**config.mk**
```make
export PLATFORM = sky130hd
export DESIGN_NAME = usb_root_port_status_control
export DESIGN_NICKNAME = d
export VERILOG_FILES = /design/src/usb_root_port_pkg.sv /design/src/port_ctl_if.sv /design/src/port_state_fsm.sv /design/src/usb_root_port_status_control.sv
export VERILOG_INCLUDE_DIRS = /design/src
export SDC_FILE = /design/constraint.sdc
export NUM_CORES = 1
export LEC_CHECK = 0
export BUFFER_PORTS_ARGS = -buffer_cell sky130_fd_sc_hd__buf_2
export CORE_ASPECT_RATIO = 0.75
export CORE_MARGIN = 2
export CORE_UTILIZATION = 52
export DETAILED_ROUTE_END_ITERATION = 8
export PLACE_DENSITY = 0.8
export SLEW_MARGIN = 10
export SYNTH_ARGS = -nofsm -noshare
export SYNTH_HDL_FRONTEND = slang
export SYNTH_SLANG_ARGS = --single-unit
```
**constraint.sdc**
```tcl
create_clock -name pclk -period 3 [get_ports pclk]
set_clock_uncertainty 0.1 [all_clocks]
set_input_delay 0.6 -clock pclk [delete_from_list [all_inputs] [get_ports pclk]]
set_output_delay 0.6 -clock pclk [all_outputs]
set_load 0.01 [all_outputs]
```
**src/usb_root_port_map.svh**
```systemverilog
// register offsets, field positions, reset values and timing counts of the root port
`ifndef USB_ROOT_PORT_MAP_SVH
`define USB_ROOT_PORT_MAP_SVH

`define PORT_SC_OFF        12'h000
`define HOST_STS_OFF       12'h004

`define PSC_CONNECT_BIT    0
`define PSC_ENABLED_BIT    2
`define PSC_ENCHG_BIT      3
`define PSC_OCACT_BIT      4
`define PSC_OCCHG_BIT      5
`define PSC_RESUME_BIT     6
`define PSC_SUSPEND_BIT    7
`define PSC_RESET_BIT      8
`define PSC_POWER_BIT      12
`define HSTS_PCD_BIT       2

`define PORT_SC_RST        32'h0000_0000
`define HOST_STS_RST       32'h0000_0000

`define CLK_KHZ            50000
`define PORT_RESET_MS      50
`define PORT_RESET_CYC     (`PORT_RESET_MS * `CLK_KHZ)
`define HS_IDLE_LIMIT_MS   2
`define HS_RESTORE_US      20
`define HS_RESTORE_CYC     ((`HS_RESTORE_US * `CLK_KHZ) / 1000)

`endif

```
**src/usb_root_port_pkg.sv**
```systemverilog
// types shared by the root port status and control logic
package usb_root_port_pkg;

  typedef logic [11:0] apb_addr_t;
  typedef logic [31:0] apb_data_t;

  typedef enum logic [2:0] {
    PS_DISABLED,
    PS_RESETTING,
    PS_ENABLED,
    PS_SUSPENDED,
    PS_RESUMING,
    PS_RESTORING
  } port_state_t;

endpackage : usb_root_port_pkg

```
**src/port_ctl_if.sv**
```systemverilog
// requests and state between the register side and the port state machine
`timescale 1ns/100ps
`default_nettype none

interface port_ctl_if;
  logic ce;
  logic power;
  logic sw_reset;
  logic sw_disable;
  logic sw_suspend;
  logic sw_resume;
  logic sw_resume_end;
  logic disconnect;
  logic eof2_error;
  logic k_edge;
  logic hs_detect;
  logic enabled;
  logic resume_flag;
  logic suspended;
  logic resuming;
  logic in_reset;
  logic err_disable;
  logic remote_wake;

  modport ctrl (
    output ce, power, sw_reset, sw_disable, sw_suspend, sw_resume, sw_resume_end,
    output disconnect, eof2_error, k_edge, hs_detect,
    input  enabled, resume_flag, suspended, resuming, in_reset, err_disable, remote_wake
  );

  modport fsm (
    input  ce, power, sw_reset, sw_disable, sw_suspend, sw_resume, sw_resume_end,
    input  disconnect, eof2_error, k_edge, hs_detect,
    output enabled, resume_flag, suspended, resuming, in_reset, err_disable, remote_wake
  );
endinterface : port_ctl_if

`default_nettype wire

```
**src/port_state_fsm.sv**
```systemverilog
// port state machine: reset, enable, suspend, resume and return to hs idle
`timescale 1ns/100ps
`default_nettype none
`include "usb_root_port_map.svh"

module port_state_fsm #(
  parameter int unsigned PORT_RESET_CYCLES = `PORT_RESET_CYC
) (
  input wire logic    pclk,
  input wire logic    presetn,
  port_ctl_if.fsm     pc
);
  import usb_root_port_pkg::*;

  localparam logic [21:0] RST_LAST     = 22'(PORT_RESET_CYCLES - 1);
  localparam logic [21:0] RESTORE_LAST = 22'(`HS_RESTORE_CYC - 1);

  port_state_t state_q, state_d;
  logic [21:0] cnt_q, cnt_d;
  logic        err_q, err_d;
  logic        wake_q, wake_d;

  always_comb begin
    state_d = state_q;
    cnt_d   = cnt_q;
    err_d   = 1'b0;
    wake_d  = 1'b0;
    if (!pc.power) begin
      state_d = PS_DISABLED;
      cnt_d   = '0;
    end else if (pc.disconnect && state_q != PS_DISABLED && state_q != PS_RESETTING) begin
      state_d = PS_DISABLED;
    end else begin
      unique case (state_q)
        PS_DISABLED: begin
          if (pc.sw_reset) begin
            state_d = PS_RESETTING;
            cnt_d   = '0;
          end
        end
        PS_RESETTING: begin
          if (cnt_q == RST_LAST) begin
            state_d = pc.hs_detect ? PS_ENABLED : PS_DISABLED;
          end else begin
            cnt_d = cnt_q + 22'h000001;
          end
        end
        PS_ENABLED: begin
          if (pc.eof2_error) begin
            state_d = PS_DISABLED;
            err_d   = 1'b1;
          end else if (pc.sw_disable) begin
            state_d = PS_DISABLED;
          end else if (pc.sw_reset) begin
            state_d = PS_RESETTING;
            cnt_d   = '0;
          end else if (pc.sw_suspend) begin
            state_d = PS_SUSPENDED;
          end
        end
        PS_SUSPENDED: begin
          if (pc.sw_disable) begin
            state_d = PS_DISABLED;
          end else if (pc.sw_reset) begin
            state_d = PS_RESETTING;
            cnt_d   = '0;
          end else if (pc.k_edge) begin
            state_d = PS_RESUMING;
            wake_d  = 1'b1;
          end else if (pc.sw_resume) begin
            state_d = PS_RESUMING;
          end
        end
        PS_RESUMING: begin
          if (pc.sw_disable) begin
            state_d = PS_DISABLED;
          end else if (pc.sw_resume_end) begin
            state_d = PS_RESTORING;
            cnt_d   = '0;
          end
        end
        PS_RESTORING: begin
          if (cnt_q == RESTORE_LAST) begin
            state_d = PS_ENABLED;
          end else begin
            cnt_d = cnt_q + 22'h000001;
          end
        end
        default: begin
          state_d = PS_DISABLED;
        end
      endcase
    end
  end

  always_ff @(posedge pclk or negedge presetn) begin
    if (!presetn) begin
      state_q <= PS_DISABLED;
      cnt_q   <= '0;
      err_q   <= 1'b0;
      wake_q  <= 1'b0;
    end else if (pc.ce) begin
      state_q <= state_d;
      cnt_q   <= cnt_d;
      err_q   <= err_d;
      wake_q  <= wake_d;
    end
  end

  // bits follow the actual port state
  assign pc.enabled     = state_q inside {PS_ENABLED, PS_SUSPENDED, PS_RESUMING, PS_RESTORING};
  assign pc.resume_flag = state_q inside {PS_RESUMING, PS_RESTORING};
  assign pc.suspended   = state_q inside {PS_SUSPENDED, PS_RESUMING, PS_RESTORING};
  assign pc.resuming    = state_q == PS_RESUMING;
  assign pc.in_reset    = state_q == PS_RESETTING;
  assign pc.err_disable = err_q;
  assign pc.remote_wake = wake_q;
endmodule : port_state_fsm

`default_nettype wire

```
**src/usb_root_port_status_control.sv**
```systemverilog
// root hub port status and control with apb register access
`timescale 1ns/100ps
`default_nettype none
`include "usb_root_port_map.svh"

module usb_root_port_status_control #(
  parameter int unsigned PORT_RESET_CYCLES = `PORT_RESET_CYC
) (
  input  wire logic                       pclk,
  input  wire logic                       presetn,
  input  wire logic                       ce,
  input  wire logic                       psel,
  input  wire logic                       penable,
  input  wire logic                       pwrite,
  input  wire usb_root_port_pkg::apb_addr_t paddr,
  input  wire usb_root_port_pkg::apb_data_t pwdata,
  output var  usb_root_port_pkg::apb_data_t prdata,
  output var  logic                       pready,
  output var  logic                       pslverr,
  input  wire logic                       connect_pin,
  input  wire logic                       overcurrent_pin,
  input  wire logic                       line_k_pin,
  input  wire logic                       hs_chirp_pin,
  input  wire logic                       port_error_pin,
  input  wire logic                       frame_eof2,
  output var  logic                       downstream_enable,
  output var  logic                       port_reset_drive,
  output var  logic                       resume_k_drive,
  output var  logic                       port_power_on
);
  import usb_root_port_pkg::*;

  localparam int unsigned NPIN = 5;
  localparam int unsigned P_CONN = 0;
  localparam int unsigned P_OC   = 1;
  localparam int unsigned P_K    = 2;
  localparam int unsigned P_HS   = 3;
  localparam int unsigned P_ERR  = 4;

  function automatic logic reg_hit(input apb_addr_t a, input apb_addr_t off);
    reg_hit = (a[11:2] == off[11:2]);
  endfunction : reg_hit

  port_ctl_if pc ();

  // ---------------------------------------------------------------------
  // pin synchronisers
  // ---------------------------------------------------------------------
  logic [NPIN-1:0] pins_in;
  logic [NPIN-1:0] sync1_q;
  logic [NPIN-1:0] sync2_q;

  assign pins_in = {port_error_pin, hs_chirp_pin, line_k_pin, overcurrent_pin, connect_pin};

  genvar gi;
  generate
    for (gi = 0; gi < NPIN; gi++) begin : g_sync
      always_ff @(posedge pclk or negedge presetn) begin
        if (!presetn) begin
          sync1_q[gi] <= 1'b0;
          sync2_q[gi] <= 1'b0;
        end else if (ce) begin
          sync1_q[gi] <= pins_in[gi];
          sync2_q[gi] <= sync1_q[gi];
        end
      end
    end
  endgenerate

  // ---------------------------------------------------------------------
  // line event detection
  // ---------------------------------------------------------------------
  logic conn_q, conn_d;
  logic k_prev_q, k_prev_d;
  logic ocact_q, ocact_d;
  logic disconnect_evt;
  logic k_edge_evt;
  logic ocact_change;

  always_comb begin
    conn_d   = sync2_q[P_CONN];
    k_prev_d = sync2_q[P_K];
    ocact_d  = sync2_q[P_OC];
  end

  always_ff @(posedge pclk or negedge presetn) begin
    if (!presetn) begin
      conn_q   <= 1'b0;
      k_prev_q <= 1'b0;
      ocact_q  <= 1'b0;
    end else if (ce) begin
      conn_q   <= conn_d;
      k_prev_q <= k_prev_d;
      ocact_q  <= ocact_d;
    end
  end

  assign disconnect_evt = conn_q & ~sync2_q[P_CONN];
  // j to k: line leaves j and shows k
  assign k_edge_evt     = sync2_q[P_K] & ~k_prev_q;
  assign ocact_change   = sync2_q[P_OC] ^ ocact_q;

  // ---------------------------------------------------------------------
  // apb slave
  // ---------------------------------------------------------------------
  logic      setup_ph;
  logic      access_ph;
  logic      mapped;
  logic      wr_sc;
  logic      wr_hs;
  apb_data_t sc_rd;
  apb_data_t hs_rd;
  apb_data_t rd_mux;
  apb_data_t prdata_q, prdata_d;
  logic      pready_q, pready_d;
  logic      pslverr_q, pslverr_d;

  assign setup_ph  = psel & ~penable;
  assign access_ph = psel & penable & pready_q;
  assign mapped    = reg_hit(paddr, `PORT_SC_OFF) | reg_hit(paddr, `HOST_STS_OFF);
  assign wr_sc     = access_ph & pwrite & reg_hit(paddr, `PORT_SC_OFF);
  assign wr_hs     = access_ph & pwrite & reg_hit(paddr, `HOST_STS_OFF);

  always_comb begin
    if (reg_hit(paddr, `PORT_SC_OFF)) begin
      rd_mux = sc_rd;
    end else if (reg_hit(paddr, `HOST_STS_OFF)) begin
      rd_mux = hs_rd;
    end else begin
      rd_mux = '0;
    end
    pready_d  = setup_ph;
    pslverr_d = setup_ph & ~mapped;
    prdata_d  = prdata_q;
    if (setup_ph) begin
      prdata_d = pwrite ? '0 : rd_mux;
    end
  end

  always_ff @(posedge pclk or negedge presetn) begin
    if (!presetn) begin
      prdata_q  <= '0;
      pready_q  <= 1'b0;
      pslverr_q <= 1'b0;
    end else if (ce) begin
      prdata_q  <= prdata_d;
      pready_q  <= pready_d;
      pslverr_q <= pslverr_d;
    end
  end

  assign prdata  = prdata_q;
  assign pready  = pready_q;
  assign pslverr = pslverr_q;

  // ---------------------------------------------------------------------
  // status flags and port power
  // ---------------------------------------------------------------------
  logic power_q, power_d;
  logic enchg_q, enchg_d;
  logic occhg_q, occhg_d;
  logic pcd_q, pcd_d;
  logic enchg_clr;
  logic occhg_clr;
  logic pcd_clr;

  // a zero written to a change flag is no clear
  assign enchg_clr = wr_sc & pwdata[`PSC_ENCHG_BIT];
  assign occhg_clr = wr_sc & pwdata[`PSC_OCCHG_BIT];
  assign pcd_clr  = wr_hs & pwdata[`HSTS_PCD_BIT];

  always_comb begin
    power_d = power_q;
    if (wr_sc) begin
      power_d = pwdata[`PSC_POWER_BIT];
    end
    // set wins over a clear in the same cycle
    enchg_d = power_q & ((enchg_q & ~enchg_clr) | pc.err_disable);
    occhg_d = (occhg_q & ~occhg_clr) | ocact_change;
    pcd_d  = (pcd_q & ~pcd_clr) | pc.remote_wake;
  end

  always_ff @(posedge pclk or negedge presetn) begin
    if (!presetn) begin
      power_q <= 1'(`PORT_SC_RST >> `PSC_POWER_BIT);
      enchg_q <= 1'b0;
      occhg_q <= 1'b0;
      pcd_q   <= 1'b0;
    end else if (ce) begin
      power_q <= power_d;
      enchg_q <= enchg_d;
      occhg_q <= occhg_d;
      pcd_q   <= pcd_d;
    end
  end

  // ---------------------------------------------------------------------
  // read views
  // ---------------------------------------------------------------------
  always_comb begin
    sc_rd                   = '0;
    sc_rd[`PSC_CONNECT_BIT] = conn_q;
    sc_rd[`PSC_ENABLED_BIT] = pc.enabled & power_q;
    sc_rd[`PSC_ENCHG_BIT]   = enchg_q & power_q;
    sc_rd[`PSC_OCACT_BIT]   = ocact_q;
    sc_rd[`PSC_OCCHG_BIT]   = occhg_q;
    sc_rd[`PSC_RESUME_BIT]  = pc.resume_flag & power_q;
    sc_rd[`PSC_SUSPEND_BIT] = pc.suspended & power_q;
    sc_rd[`PSC_RESET_BIT]   = pc.in_reset;
    sc_rd[`PSC_POWER_BIT]   = power_q;
    hs_rd                   = '0;
    hs_rd[`HSTS_PCD_BIT]    = pcd_q;
  end

  // ---------------------------------------------------------------------
  // requests to the port state machine
  // ---------------------------------------------------------------------
  assign pc.ce            = ce;
  assign pc.power         = power_q;
  // a written 1 in the enabled field is ignored
  assign pc.sw_disable    = wr_sc & ~pwdata[`PSC_ENABLED_BIT] & pc.enabled;
  assign pc.sw_reset      = wr_sc & pwdata[`PSC_RESET_BIT] & ~pc.in_reset & power_q;
  assign pc.sw_suspend    = wr_sc & pwdata[`PSC_SUSPEND_BIT] & ~pc.suspended;
  assign pc.sw_resume     = wr_sc & pwdata[`PSC_RESUME_BIT] & ~pc.resume_flag;
  assign pc.sw_resume_end = wr_sc & ~pwdata[`PSC_RESUME_BIT] & pc.resuming;
  assign pc.disconnect    = disconnect_evt;
  assign pc.eof2_error    = frame_eof2 & sync2_q[P_ERR];
  assign pc.k_edge        = k_edge_evt;
  assign pc.hs_detect     = sync2_q[P_HS];

  port_state_fsm #(
    .PORT_RESET_CYCLES (PORT_RESET_CYCLES)
  ) u_fsm (
    .pclk    (pclk),
    .presetn (presetn),
    .pc      (pc.fsm)
  );

  // ---------------------------------------------------------------------
  // line drive outputs
  // ---------------------------------------------------------------------
  logic dsen_q, dsen_d;
  logic prst_q, prst_d;
  logic rsmk_q, rsmk_d;

  always_comb begin
    dsen_d = pc.enabled & power_q;
    prst_d = pc.in_reset & power_q;
    rsmk_d = pc.resuming & power_q;
  end

  always_ff @(posedge pclk or negedge presetn) begin
    if (!presetn) begin
      dsen_q <= 1'b0;
      prst_q <= 1'b0;
      rsmk_q <= 1'b0;
    end else if (ce) begin
      dsen_q <= dsen_d;
      prst_q <= prst_d;
      rsmk_q <= rsmk_d;
    end
  end

  assign downstream_enable = dsen_q;
  assign port_reset_drive  = prst_q;
  assign resume_k_drive    = rsmk_q;
  assign port_power_on     = power_q;
endmodule : usb_root_port_status_control

`default_nettype wire

```
* Yosys cells after proc, flatten, opt, wreduce, memory -nomap -nowiden
Index checks and enable logic that the tools add are counted.
Word-level totals: register bits after elaboration 81, bits of input ports 56, output and inout bits 38, logic and storage cells 153
Cells by class: add/sub/neg operators 1, equality and inequality tests 22, muxes and demuxes 40, bitwise gates (word level) 51, reductions and logical operators 12
Operators by type and width (count):
- 2-to-1 mux 22 bit | 9
- one-hot mux 22 bit (6 select lines) | 1
- 2-to-1 mux 3 bit | 16
- bitwise AND 1 bit | 34
- 2-to-1 mux 32 bit | 1
- adder 22 x 1 -> 22 bit (second input constant) | 1
- == test 22 x 10 -> 1 bit (second input constant) | 1
- == test 22 bit (second input constant) | 1
- one-hot mux 3 bit (6 select lines) | 1
- inequality test 3 bit (second input constant) | 5
- inequality test 7 x 6 -> 1 bit (second input constant) | 2
- 2-to-1 mux 13 bit | 1
- NOT 1 bit | 12
- == test 10 x 1 -> 1 bit (second input constant) | 1
- zero test 10 bit | 1
- 2-to-1 mux 1 bit | 10
- inequality test 4 x 2 -> 1 bit (second input constant) | 2
- AND reduction 8 bit | 1
- inequality test 7 x 3 -> 1 bit (second input constant) | 1
- AND reduction 7 bit | 1
- == test 3 x 2 -> 1 bit (second input constant) | 2
- == test 3 bit (second input constant) | 2
- nonzero test 3 bit | 2
- inequality test 5 x 4 -> 1 bit (second input constant) | 1
- 12 further kinds | 17

* Logic depth before layout (Yosys ltp)
Gate-level depths: netlist of run 1.
depth in word-level cells 13, mapped depth 8, mapped depth without buffers 7

* By module
A second synthesis of run 1 with hierarchy kept.
Unflattened totals: cells, all modules 360, area, all modules 3459.6 µm²
By module, submodules not included:
- port_state_fsm | instances 1, cells an instance 225, area an instance 1893.1 µm²
- usb_root_port_status_control | instances 1, cells an instance 135, area an instance 1566.5 µm²

* Worst setup path after synthesis of run 1
No wires, ideal clock.
path type input to register, start input paddr[7], end register u_fsm.state_q[1], data arrival time 2.167 ns, required time 2.772 ns, slack 0.606 ns, cell stages on the path 7, cell sequence nor4_1 -> and3_1 -> clkbuf_1 -> a31oi_1 -> a211o_1 -> a21oi_1 -> mux2_1
Between the ends: word-level cells in the longest chain between the ends 11, elaborated cells on any way between the ends 27
Ends and longest elaborated chain:
- start: declaration | line usb_root_port_status_control.sv:15 | input wire usb_root_port_pkg::apb_addr_t paddr,
- zero test 10 bit * | line usb_root_port_status_control.sv:41 | reg_hit = (a[11:2] == off[11:2]);
- bitwise AND 1 bit * | line usb_root_port_status_control.sv:121 | assign wr_sc = access_ph & pwrite & reg_hit(paddr, `PORT_SC_OFF);
- bitwise AND 1 bit (3 in series) | line usb_root_port_status_control.sv:222 | assign pc.sw_reset = wr_sc & pwdata[`PSC_RESET_BIT] & ~pc.in_reset & power_q;
- 2-to-1 mux 3 bit | line port_state_fsm.sv:54 | end else if (pc.sw_reset) begin
- 2-to-1 mux 3 bit | line port_state_fsm.sv:52 | end else if (pc.sw_disable) begin
- 2-to-1 mux 3 bit | line port_state_fsm.sv:49 | if (pc.eof2_error) begin
- one-hot mux 3 bit (6 select lines) | line port_state_fsm.sv:34 | unique case (state_q)
- 2-to-1 mux 3 bit | line port_state_fsm.sv:31 | end else if (pc.disconnect && state_q != PS_DISABLED && state_q != PS_RESETTING) begin
- 2-to-1 mux 3 bit | line port_state_fsm.sv:28 | if (!pc.power) begin
- end signal: assignment | line port_state_fsm.sv:103 | state_q <= state_d;
- end: declaration | line port_state_fsm.sv:18 | port_state_t state_q, state_d;
Every way passes the cells marked *; elsewhere a longest branch is shown, timed or not. A chain may end at the register's enable or synchronous reset.

* Worst setup path in the final report of run 1
start register u_fsm.state_q[2], end register u_fsm.state_q[1]
Between the ends: word-level cells in the longest chain between the ends 10, elaborated cells on any way between the ends 38
Ends and longest elaborated chain (line):
- == test 3 x 1 -> 1 bit | port_state_fsm.sv:34, port_state_fsm.sv:115
- NOT 1 bit | usb_root_port_status_control.sv:222
- bitwise AND 1 bit (2 in series) | usb_root_port_status_control.sv:222
- 2-to-1 mux 3 bit | port_state_fsm.sv:54
- 2-to-1 mux 3 bit | port_state_fsm.sv:52
- 2-to-1 mux 3 bit | port_state_fsm.sv:49
- one-hot mux 3 bit (6 select lines) | port_state_fsm.sv:34
- 2-to-1 mux 3 bit | port_state_fsm.sv:31
- 2-to-1 mux 3 bit | port_state_fsm.sv:28
Parallel ways exist; a longest one is shown, timed or not.

==> out/results.tsv, run 1 <==
metric	value	unit
CTS tree	done	
hold_buf cts	0	
die height	72.59	µm
ys async rst share	100.0	%
hold_ws	0.1469	ns
port bufs	43	
register area share after synthesis	44.50	%
Initial Util	54.86	%
vias per cell	5.956	
first-pass GRT wire length	12560	µm
Critical Path AT	2.62	ns
initial antenna violation count	0	
fin area	3719	µm²
overall routed net length	7652	µm
synth top area cells	dfrtp_1, buf_4, mux2_2, nand2_1, a21oi_1	
drt drc	0	
fin nets	449	
Synth top area share	44.50	%
Synth-to-Final Area Change	14.00	%
CP max FO	14	
Max VDD drop	451.7	µV
RSZ-0062 raised after global routing	false	
Synth Area per Inst	9.455	µm²
GR Overflow Total	0	
Synth cell types	60	
most used flip-flop cell after synthesis	dfrtp_1	
Synth Register Bits	58	
num ports	94	
Fin. Hold Viols	0	
Setup crit end kind	flip-flop	
synth warn	0	
Pleak	1.680	nW
placement row count	24	
overall power	2.600	mW
most common cell in the netlist	dfrtp_1	
pin count of the biggest net entering global routing	59	
dpl cell area	3493	µm²
crit path time final	2.498	ns
Worst-path clk slew	0.08	ns
Die ar.	6929	µm²
chip width	95.46	µm
Cell Area, Synth	3262	µm²
CTS sink count	58	
Post-Synthesis Cells	345	
flop2flop setup slack	0.50	ns
Setup TNS	0	ns
FF-to-FF Start	u_fsm.state_q[2]$_DFFE_PN0P_	
critical path class	flip-flop to flip-flop	
clk_lat worst skew	0.35	ns
# diodes	0	
Layout Utilization	62.54	%
r2r endpoint	u_fsm.state_q[1]$_DFFE_PN0P_	
share of cells above drive strength 1	22.67	%
remaining antenna violation count after routing	0	
RD Place Congestion	0.9609	
routed len/inst	16.11	µm
synth cell count leaders	dfrtp_1, nand2_1, buf_4	
vias in the first global route	2571	
Worst setup SP type	flip-flop	
Hold Path Class	input pin to async pin	
hpwl dp	5492	µm
max cap viols	0	
post-cts sizing count	0	
required time worst endpoint	3.12	ns
outcome	completed	
Finish-stage setup viols	0	
htree depth	3	
DRT Pass-1 Iters	5	
final worst-path cycle share	83.28	%
Max clock buf depth	2	
Power Density	699.2	nW/µm²
EDFF count, synth	0	
1st-iter DRT viols	348	
Reg2Reg Depth	6	
top cell type by total area after synthesis	dfrtp_1	
Inserted Clock Buffers	9	
fmax	400.2	MHz
CTS root buffer	clkbuf_8	
vias	2829	
core box area	5946	µm²
Total GRT Usage	24.05	%
setup bufs post-CTS	0	
final max-slew violation count	0	
-- layout by cell type (no fill, tap or decap), types with 3 or more instances in the layout --
master	synthesis	layout
nor3b_1	4	4
nand2_1	37	37
buf_4	23	6
nor4_1	4	4
a21o_1	5	5
buf_2	6	43
inv_1	8	8
nand3b_1	4	4
clkbuf_8	0	9
dfrtp_1	58	58
a31oi_1	14	14
nor2b_1	4	4
nor3_1	8	8
mux2_2	13	13
nand4_1	8	8
a22o_1	5	5
o21a_1	4	4
o211ai_1	3	3
or3b_2	3	3
conb_1	1	23
o2bb2ai_1	6	6
and3_1	4	4
a21oi_1	21	21
a41oi_1	3	3
nor2_1	20	20
o21ai_0	16	16
a211o_1	3	3
nand3_1	10	10
-- per-stage QoR --
stage | cells | worst slack (ns)
CTS | 475 | 0.5261
finish | 475 | 0.5016
detailed placement | 459 | 0.4044
global placement | 459 | 0.4182
floorplan | 367 | 0.6057
global route | 475 | 0.2635
-- registers in the layout (all words and copies together) (netlist names), 3 cells and up --
signal,cells
u_fsm.state_q,3
prdata,9
u_fsm.cnt_q,22
sync1_q,5
-- how the worst max path moves through the flow --
stage                                  from                           end  slack [ns]  cells past startpoint
2_1_floorplan                      paddr[7]  u_fsm.state_q[1]$_DFFE_PN0P_        0.61                      7
3_3_place_gp                       paddr[7]  u_fsm.state_q[1]$_DFFE_PN0P_        0.42                      7
3_5_place_dp                       paddr[7]  u_fsm.state_q[1]$_DFFE_PN0P_        0.40                      7
4_1_cts         u_fsm.cnt_q[19]$_DFFE_PN0P_  u_fsm.state_q[1]$_DFFE_PN0P_        0.53                      6
5_1_grt        u_fsm.state_q[1]$_DFFE_PN0P_   u_fsm.cnt_q[12]$_DFFE_PN0P_        0.26                      6
6_report       u_fsm.state_q[2]$_DFFE_PN0P_  u_fsm.state_q[1]$_DFFE_PN0P_        0.50                      6
-- cell type report --
cell class	count	area, µm²
well taps	78	97.59
multi-input cells	264	1630
fillers	492	2227
clock inverters	7	101.3
inverters	9	33.78
flip-flops and latches	58	1451
clock buffers	9	123.9
repair buffers	50	280.3
-- worst max-delay path: stages (launching register included) --
cell     delay (ns)
dfrtp_1        0.61
inv_1          0.27
nor4_2         0.36
a31oi_1        0.18
a211o_1        0.32
a21oi_1        0.19
mux2_1         0.34
-- report_power, final --
group	switching, mW	total [mW]	internal (mW)
Clock	0.341	0.815	0.474
Sequential	0.151	1.05	0.895
Combinational	0.435	0.739	0.304
Total	0.926	2.60	1.67
-- layer usage --
metal  track usage (%)  up-vias  wire [µm]
li1                  -     1330          -
met1             35.08     1377       3523
met5                 0        -          0
met4             6.508        0         80
met3             7.955        6        724
met2             34.66      116       3324
-- cells by family after synthesis --
family                     after synthesis  share of synthesized area [%]
AOI/OAI and AO/OA                       97                          19.99
xor gates and xnor gates                 2                         0.5371
adders and majority gates                1                         0.3835
buffers and inverters                   45                          8.055
DFF                                     58                          44.50
muxes                                   16                          5.447
other                                    1                         0.1150
and+or+nand+nor                        125                          20.98
Note: power is estimated with default switching activity, not from simulation.
==> inputs of run 2 (changes only) <==
--- a/config.mk
+++ b/config.mk
@@ -6,12 +6,13 @@
 export SDC_FILE = /design/constraint.sdc
 export NUM_CORES = 1
 export LEC_CHECK = 0
+export ABC_AREA = 1
 export BUFFER_PORTS_ARGS = -buffer_cell sky130_fd_sc_hd__buf_2
 export CORE_ASPECT_RATIO = 0.75
 export CORE_MARGIN = 2
-export CORE_UTILIZATION = 52
+export CORE_UTILIZATION = 49
 export DETAILED_ROUTE_END_ITERATION = 8
-export PLACE_DENSITY = 0.8
+export PLACE_DENSITY = 0.77
 export SLEW_MARGIN = 10
 export SYNTH_ARGS = -nofsm -noshare
 export SYNTH_HDL_FRONTEND = slang
==> constraint.sdc (replaced) <==
create_clock -name pclk -period 2.1 [get_ports pclk]
set_clock_uncertainty 0.1 [all_clocks]
set_input_delay 0.42 -clock pclk [delete_from_list [all_inputs] [get_ports pclk]]
set_output_delay 0.42 -clock pclk [all_outputs]
set_load 0.01 [all_outputs]
==> run 2 against run 1 <==
Via count grew 30%; sequential share of layout area is 5.7 points lower; synthesized cell count rose by 55%; final area is 17% higher; register-to-register slack lost 0.38 ns; global-route usage is essentially flat; routed wire length grew 28%; critical endpoint is now u_fsm.cnt_q[10]$_DFFE_PN0P_; highest routed layer unchanged.
==> out/results.tsv, run 2 <==
metric	value	unit	change
EDFF count, synth	0		unchanged
# diodes	0		unchanged
Clock power frac	24.2	%	-7.1 points
crit path time final	1.974	ns	-0.5249 ns
Worst setup SP type	flip-flop		
crit path cell chain	ha_2 -> nand2_2 -> nor4_1 -> a41oi_2 -> buf_4 -> nand3_1 -> nand2_1		
commonest non-fill, non-tap cell in the layout	nand2_1		
slowest cell delay on critical path	0.37	ns	-0.24 ns
Synth-to-Final Area Change	15.98	%	
CTS tree	done		
first-pass GRT wire length	15930	µm	+27%
clk_lat worst skew	0.34	ns	about the same
Worst-path clk slew	0.06	ns	-0.02 ns
hpwl dp	7264	µm	+32%
Max VDD drop	598.0	µV	+32%
Initial Util	50.79	%	-4.1 points
Cell Area, Synth	3757	µm²	+15%
P_sw	1.382	mW	+49%
grt met1 use	36.44	%	+1.4 points
Die ar.	8392	µm²	+21%
hold_ws	0.1800	ns	+0.03311 ns
remaining antenna violation count after routing	0		unchanged
share of total power in combinational logic	38.5	%	+10 points
Synth Register Bits	58		unchanged
CP max FO	13		-1
Total GRT Usage	24.06	%	about the same
placement row count	27		+13%
overall routed net length	9788	µm	+28%
die height	79.84	µm	+10%
vias per cell	5.230		-12%
switching part of the total	39.54	%	+3.9 points
register area share after synthesis	38.63	%	-5.9 points
1st-iter DRT viols	317		-8.9%
Biggest register	u_fsm.cnt_q		
fill count	722		+47%
final max-slew violation count	0		unchanged
beginning of the critical path	u_fsm.cnt_q[1]$_DFFE_PN0P_		
chip width	105.1	µm	+10%
sequential power share	37.3	%	-2.9 points
met2 global-route usage	34.09	%	-0.57 points
port bufs	43		unchanged
crit path capture	u_fsm.cnt_q[10]$_DFFE_PN0P_		
most used flip-flop cell after synthesis	dfrtp_1		
Reg2Reg Depth	7		+1
Max clock buf depth	2		unchanged
CP top delay family	simple AND/OR/NAND/NOR gates		
fmax	506.7	MHz	+27%
htree depth	3		unchanged
Finish-stage setup viols	0		unchanged
initial antenna violation count	0		unchanged
Slowest cell on crit path	dfrtp_1		
CTS sink count	58		unchanged
CP bufs+invs	1		unchanged
flop2flop setup slack	0.13	ns	-0.38 ns
FF-to-FF Start	u_fsm.cnt_q[1]$_DFFE_PN0P_		
num ports	94		unchanged
Layout Utilization	58.90	%	-3.6 points
Power Density	802.3	nW/µm²	+15%
DRT Pass-1 Iters	5		unchanged
synth warn	0		unchanged
Post-Synthesis Cells	535		+55%
core box area	7398	µm²	+24%
share of cells above drive strength 1	17.88	%	-4.8 points
final worst-path cycle share	93.98	%	+11 points
Int Pwr	2.114	mW	+26%
most common cell in the netlist	nand2_1		
CTS root buffer	clkbuf_8		
Setup crit end kind	flip-flop		
r2r endpoint	u_fsm.cnt_q[10]$_DFFE_PN0P_		
Critical Path AT	2.10	ns	-0.52 ns
vias in the first global route	3303		+28%
pin count of the biggest net entering global routing	59		unchanged
critical path class	flip-flop to flip-flop		
Hold Path Class	input pin to flip-flop		
synth cell count leaders	nand2_1, dfrtp_1, nor2_1		
met3 Usage GRT	5.061	%	-2.9 points
commonest cells after routing, fill and taps aside	nand2_1, dfrtp_1, nor2_1, nand3_1, inv_1		
top cell type by total area after synthesis	dfrtp_1		
CP Depth	7		+1
outcome	completed		
max FFs per register	22		unchanged
Synth cell types	36		-40%
ys async rst share	100.0	%	unchanged
routed len/inst	13.88	µm	-14%
fin nets	657		+46%
Synth top area share	38.63	%	-5.9 points
RD Place Congestion	0.9446		-1.7%
max cap viols	0		unchanged
Fin. Hold Viols	0		unchanged
GR Overflow Total	0		unchanged
drt drc	0		unchanged
Inserted Clock Buffers	9		unchanged
Pleak	2.206	nW	+31%
GRT busiest layer	met1		
synth top area cells	dfrtp_1, nand2_1, nand3_1, nor2_1, buf_4		
Synth Area per Inst	7.023	µm²	-26%
vias	3687		+30%
required time worst endpoint	2.23	ns	-0.89 ns
run 2: cell types whose count changed in the layout (fill, tap and decap cells not counted), sizes merged, moves of 17 or more:
cell   delta
a21oi    -17
inv      +39
buf      +21
nand2   +128
nor2     +42
nor3     +18
nand3    +44
run 2: logic make-up (layout without fill, tap and decap cells):
| group | Yosys count | in the layout | share of synthesized area, % |
|---|---|---|---|
| AO/OA/AOI/OAI | 36 | 36 | 5.661 |
| XOR/XNOR | 15 | 15 | 3.497 |
| adder cells (fa/ha/maj) | 1 | 1 | 0.3329 |
| buffers and inverters | 91 | 138 | 12.09 |
| flip-flops | 58 | 58 | 38.63 |
| other | 1 | 23 | 0.09980 |
| AND/OR/NAND/NOR | 333 | 333 | 39.69 |
run 2: metrics by stage:
stage / power [mW] / instance area [µm²] / std cells / setup TNS, ns / setup slack, ns
floorplan: 2.189 / 3840 / 557 / 0 / 0.1897
global placement: 2.574 / 4151 / 687 / -0.2189 / -0.01631
detailed placement: 2.608 / 4151 / 687 / -0.7785 / -0.05092
CTS: 3.456 / 4313 / 703 / 0 / 0.02930
global route: 3.715 / 4358 / 705 / -0.00004863 / -0.00004863
finish: 3.496 / 4358 / 705 / 0 / 0.1265
run 2: power by group through the flow:
stage / combinational (mW) / sequential [mW] / clock, mW
global route: 1.48 / 1.32 / 0.925
detailed placement: 1.29 / 1.32 / 0
floorplan: 0.866 / 1.32 / 0
CTS: 1.29 / 1.30 / 0.864
global placement: 1.26 / 1.31 / 0
finish: 1.34 / 1.30 / 0.847
run 2: worst min path at each step:
stage                  from                endpoint  cells past startpoint
2_1_floorplan       presetn      conn_d$_DFFE_PN0P_                      0
3_3_place_gp        presetn  sync2_q[4]$_DFFE_PN0P_                      2
3_5_place_dp        presetn  sync1_q[0]$_DFFE_PN0P_                      2
4_1_cts         connect_pin  sync1_q[0]$_DFFE_PN0P_                      3
5_1_grt        hs_chirp_pin  sync1_q[3]$_DFFE_PN0P_                      3
6_report        connect_pin  sync1_q[0]$_DFFE_PN0P_                      3
run 2: final cells by class:
cell class                 instances  area, µm²  area share, %
clock inverter                     4      20.02         0.4594
sequential                        58       1451          33.30
inverter                          51      191.4          4.393
multi-input combinational        408       1964          45.08
tap                              101      126.4          2.900
timing repair buffer              72      473.0          10.85
clock buffer                      11      131.4          3.015
run 2: what timing repair did:
item	CTS	global route
setup endpoints to repair	0	25
hold buffers	1	0
resized for setup	0	7
setup buffers	0	2
endpoints found under the hold margin	42	0
run 2: metal layers:
metal / routed length (µm) / vias to the layer above
met5: 0 / -
met1: 4889 / 1691
met2: 3992 / 178
met3: 850 / 4
li1: - / 1814
met4: 56 / 0
run 2: worst min-delay path, stage by stage:
cell and delay (ns):
buf_2 0.07, nand2_1 0.04, nand2_1 0.05
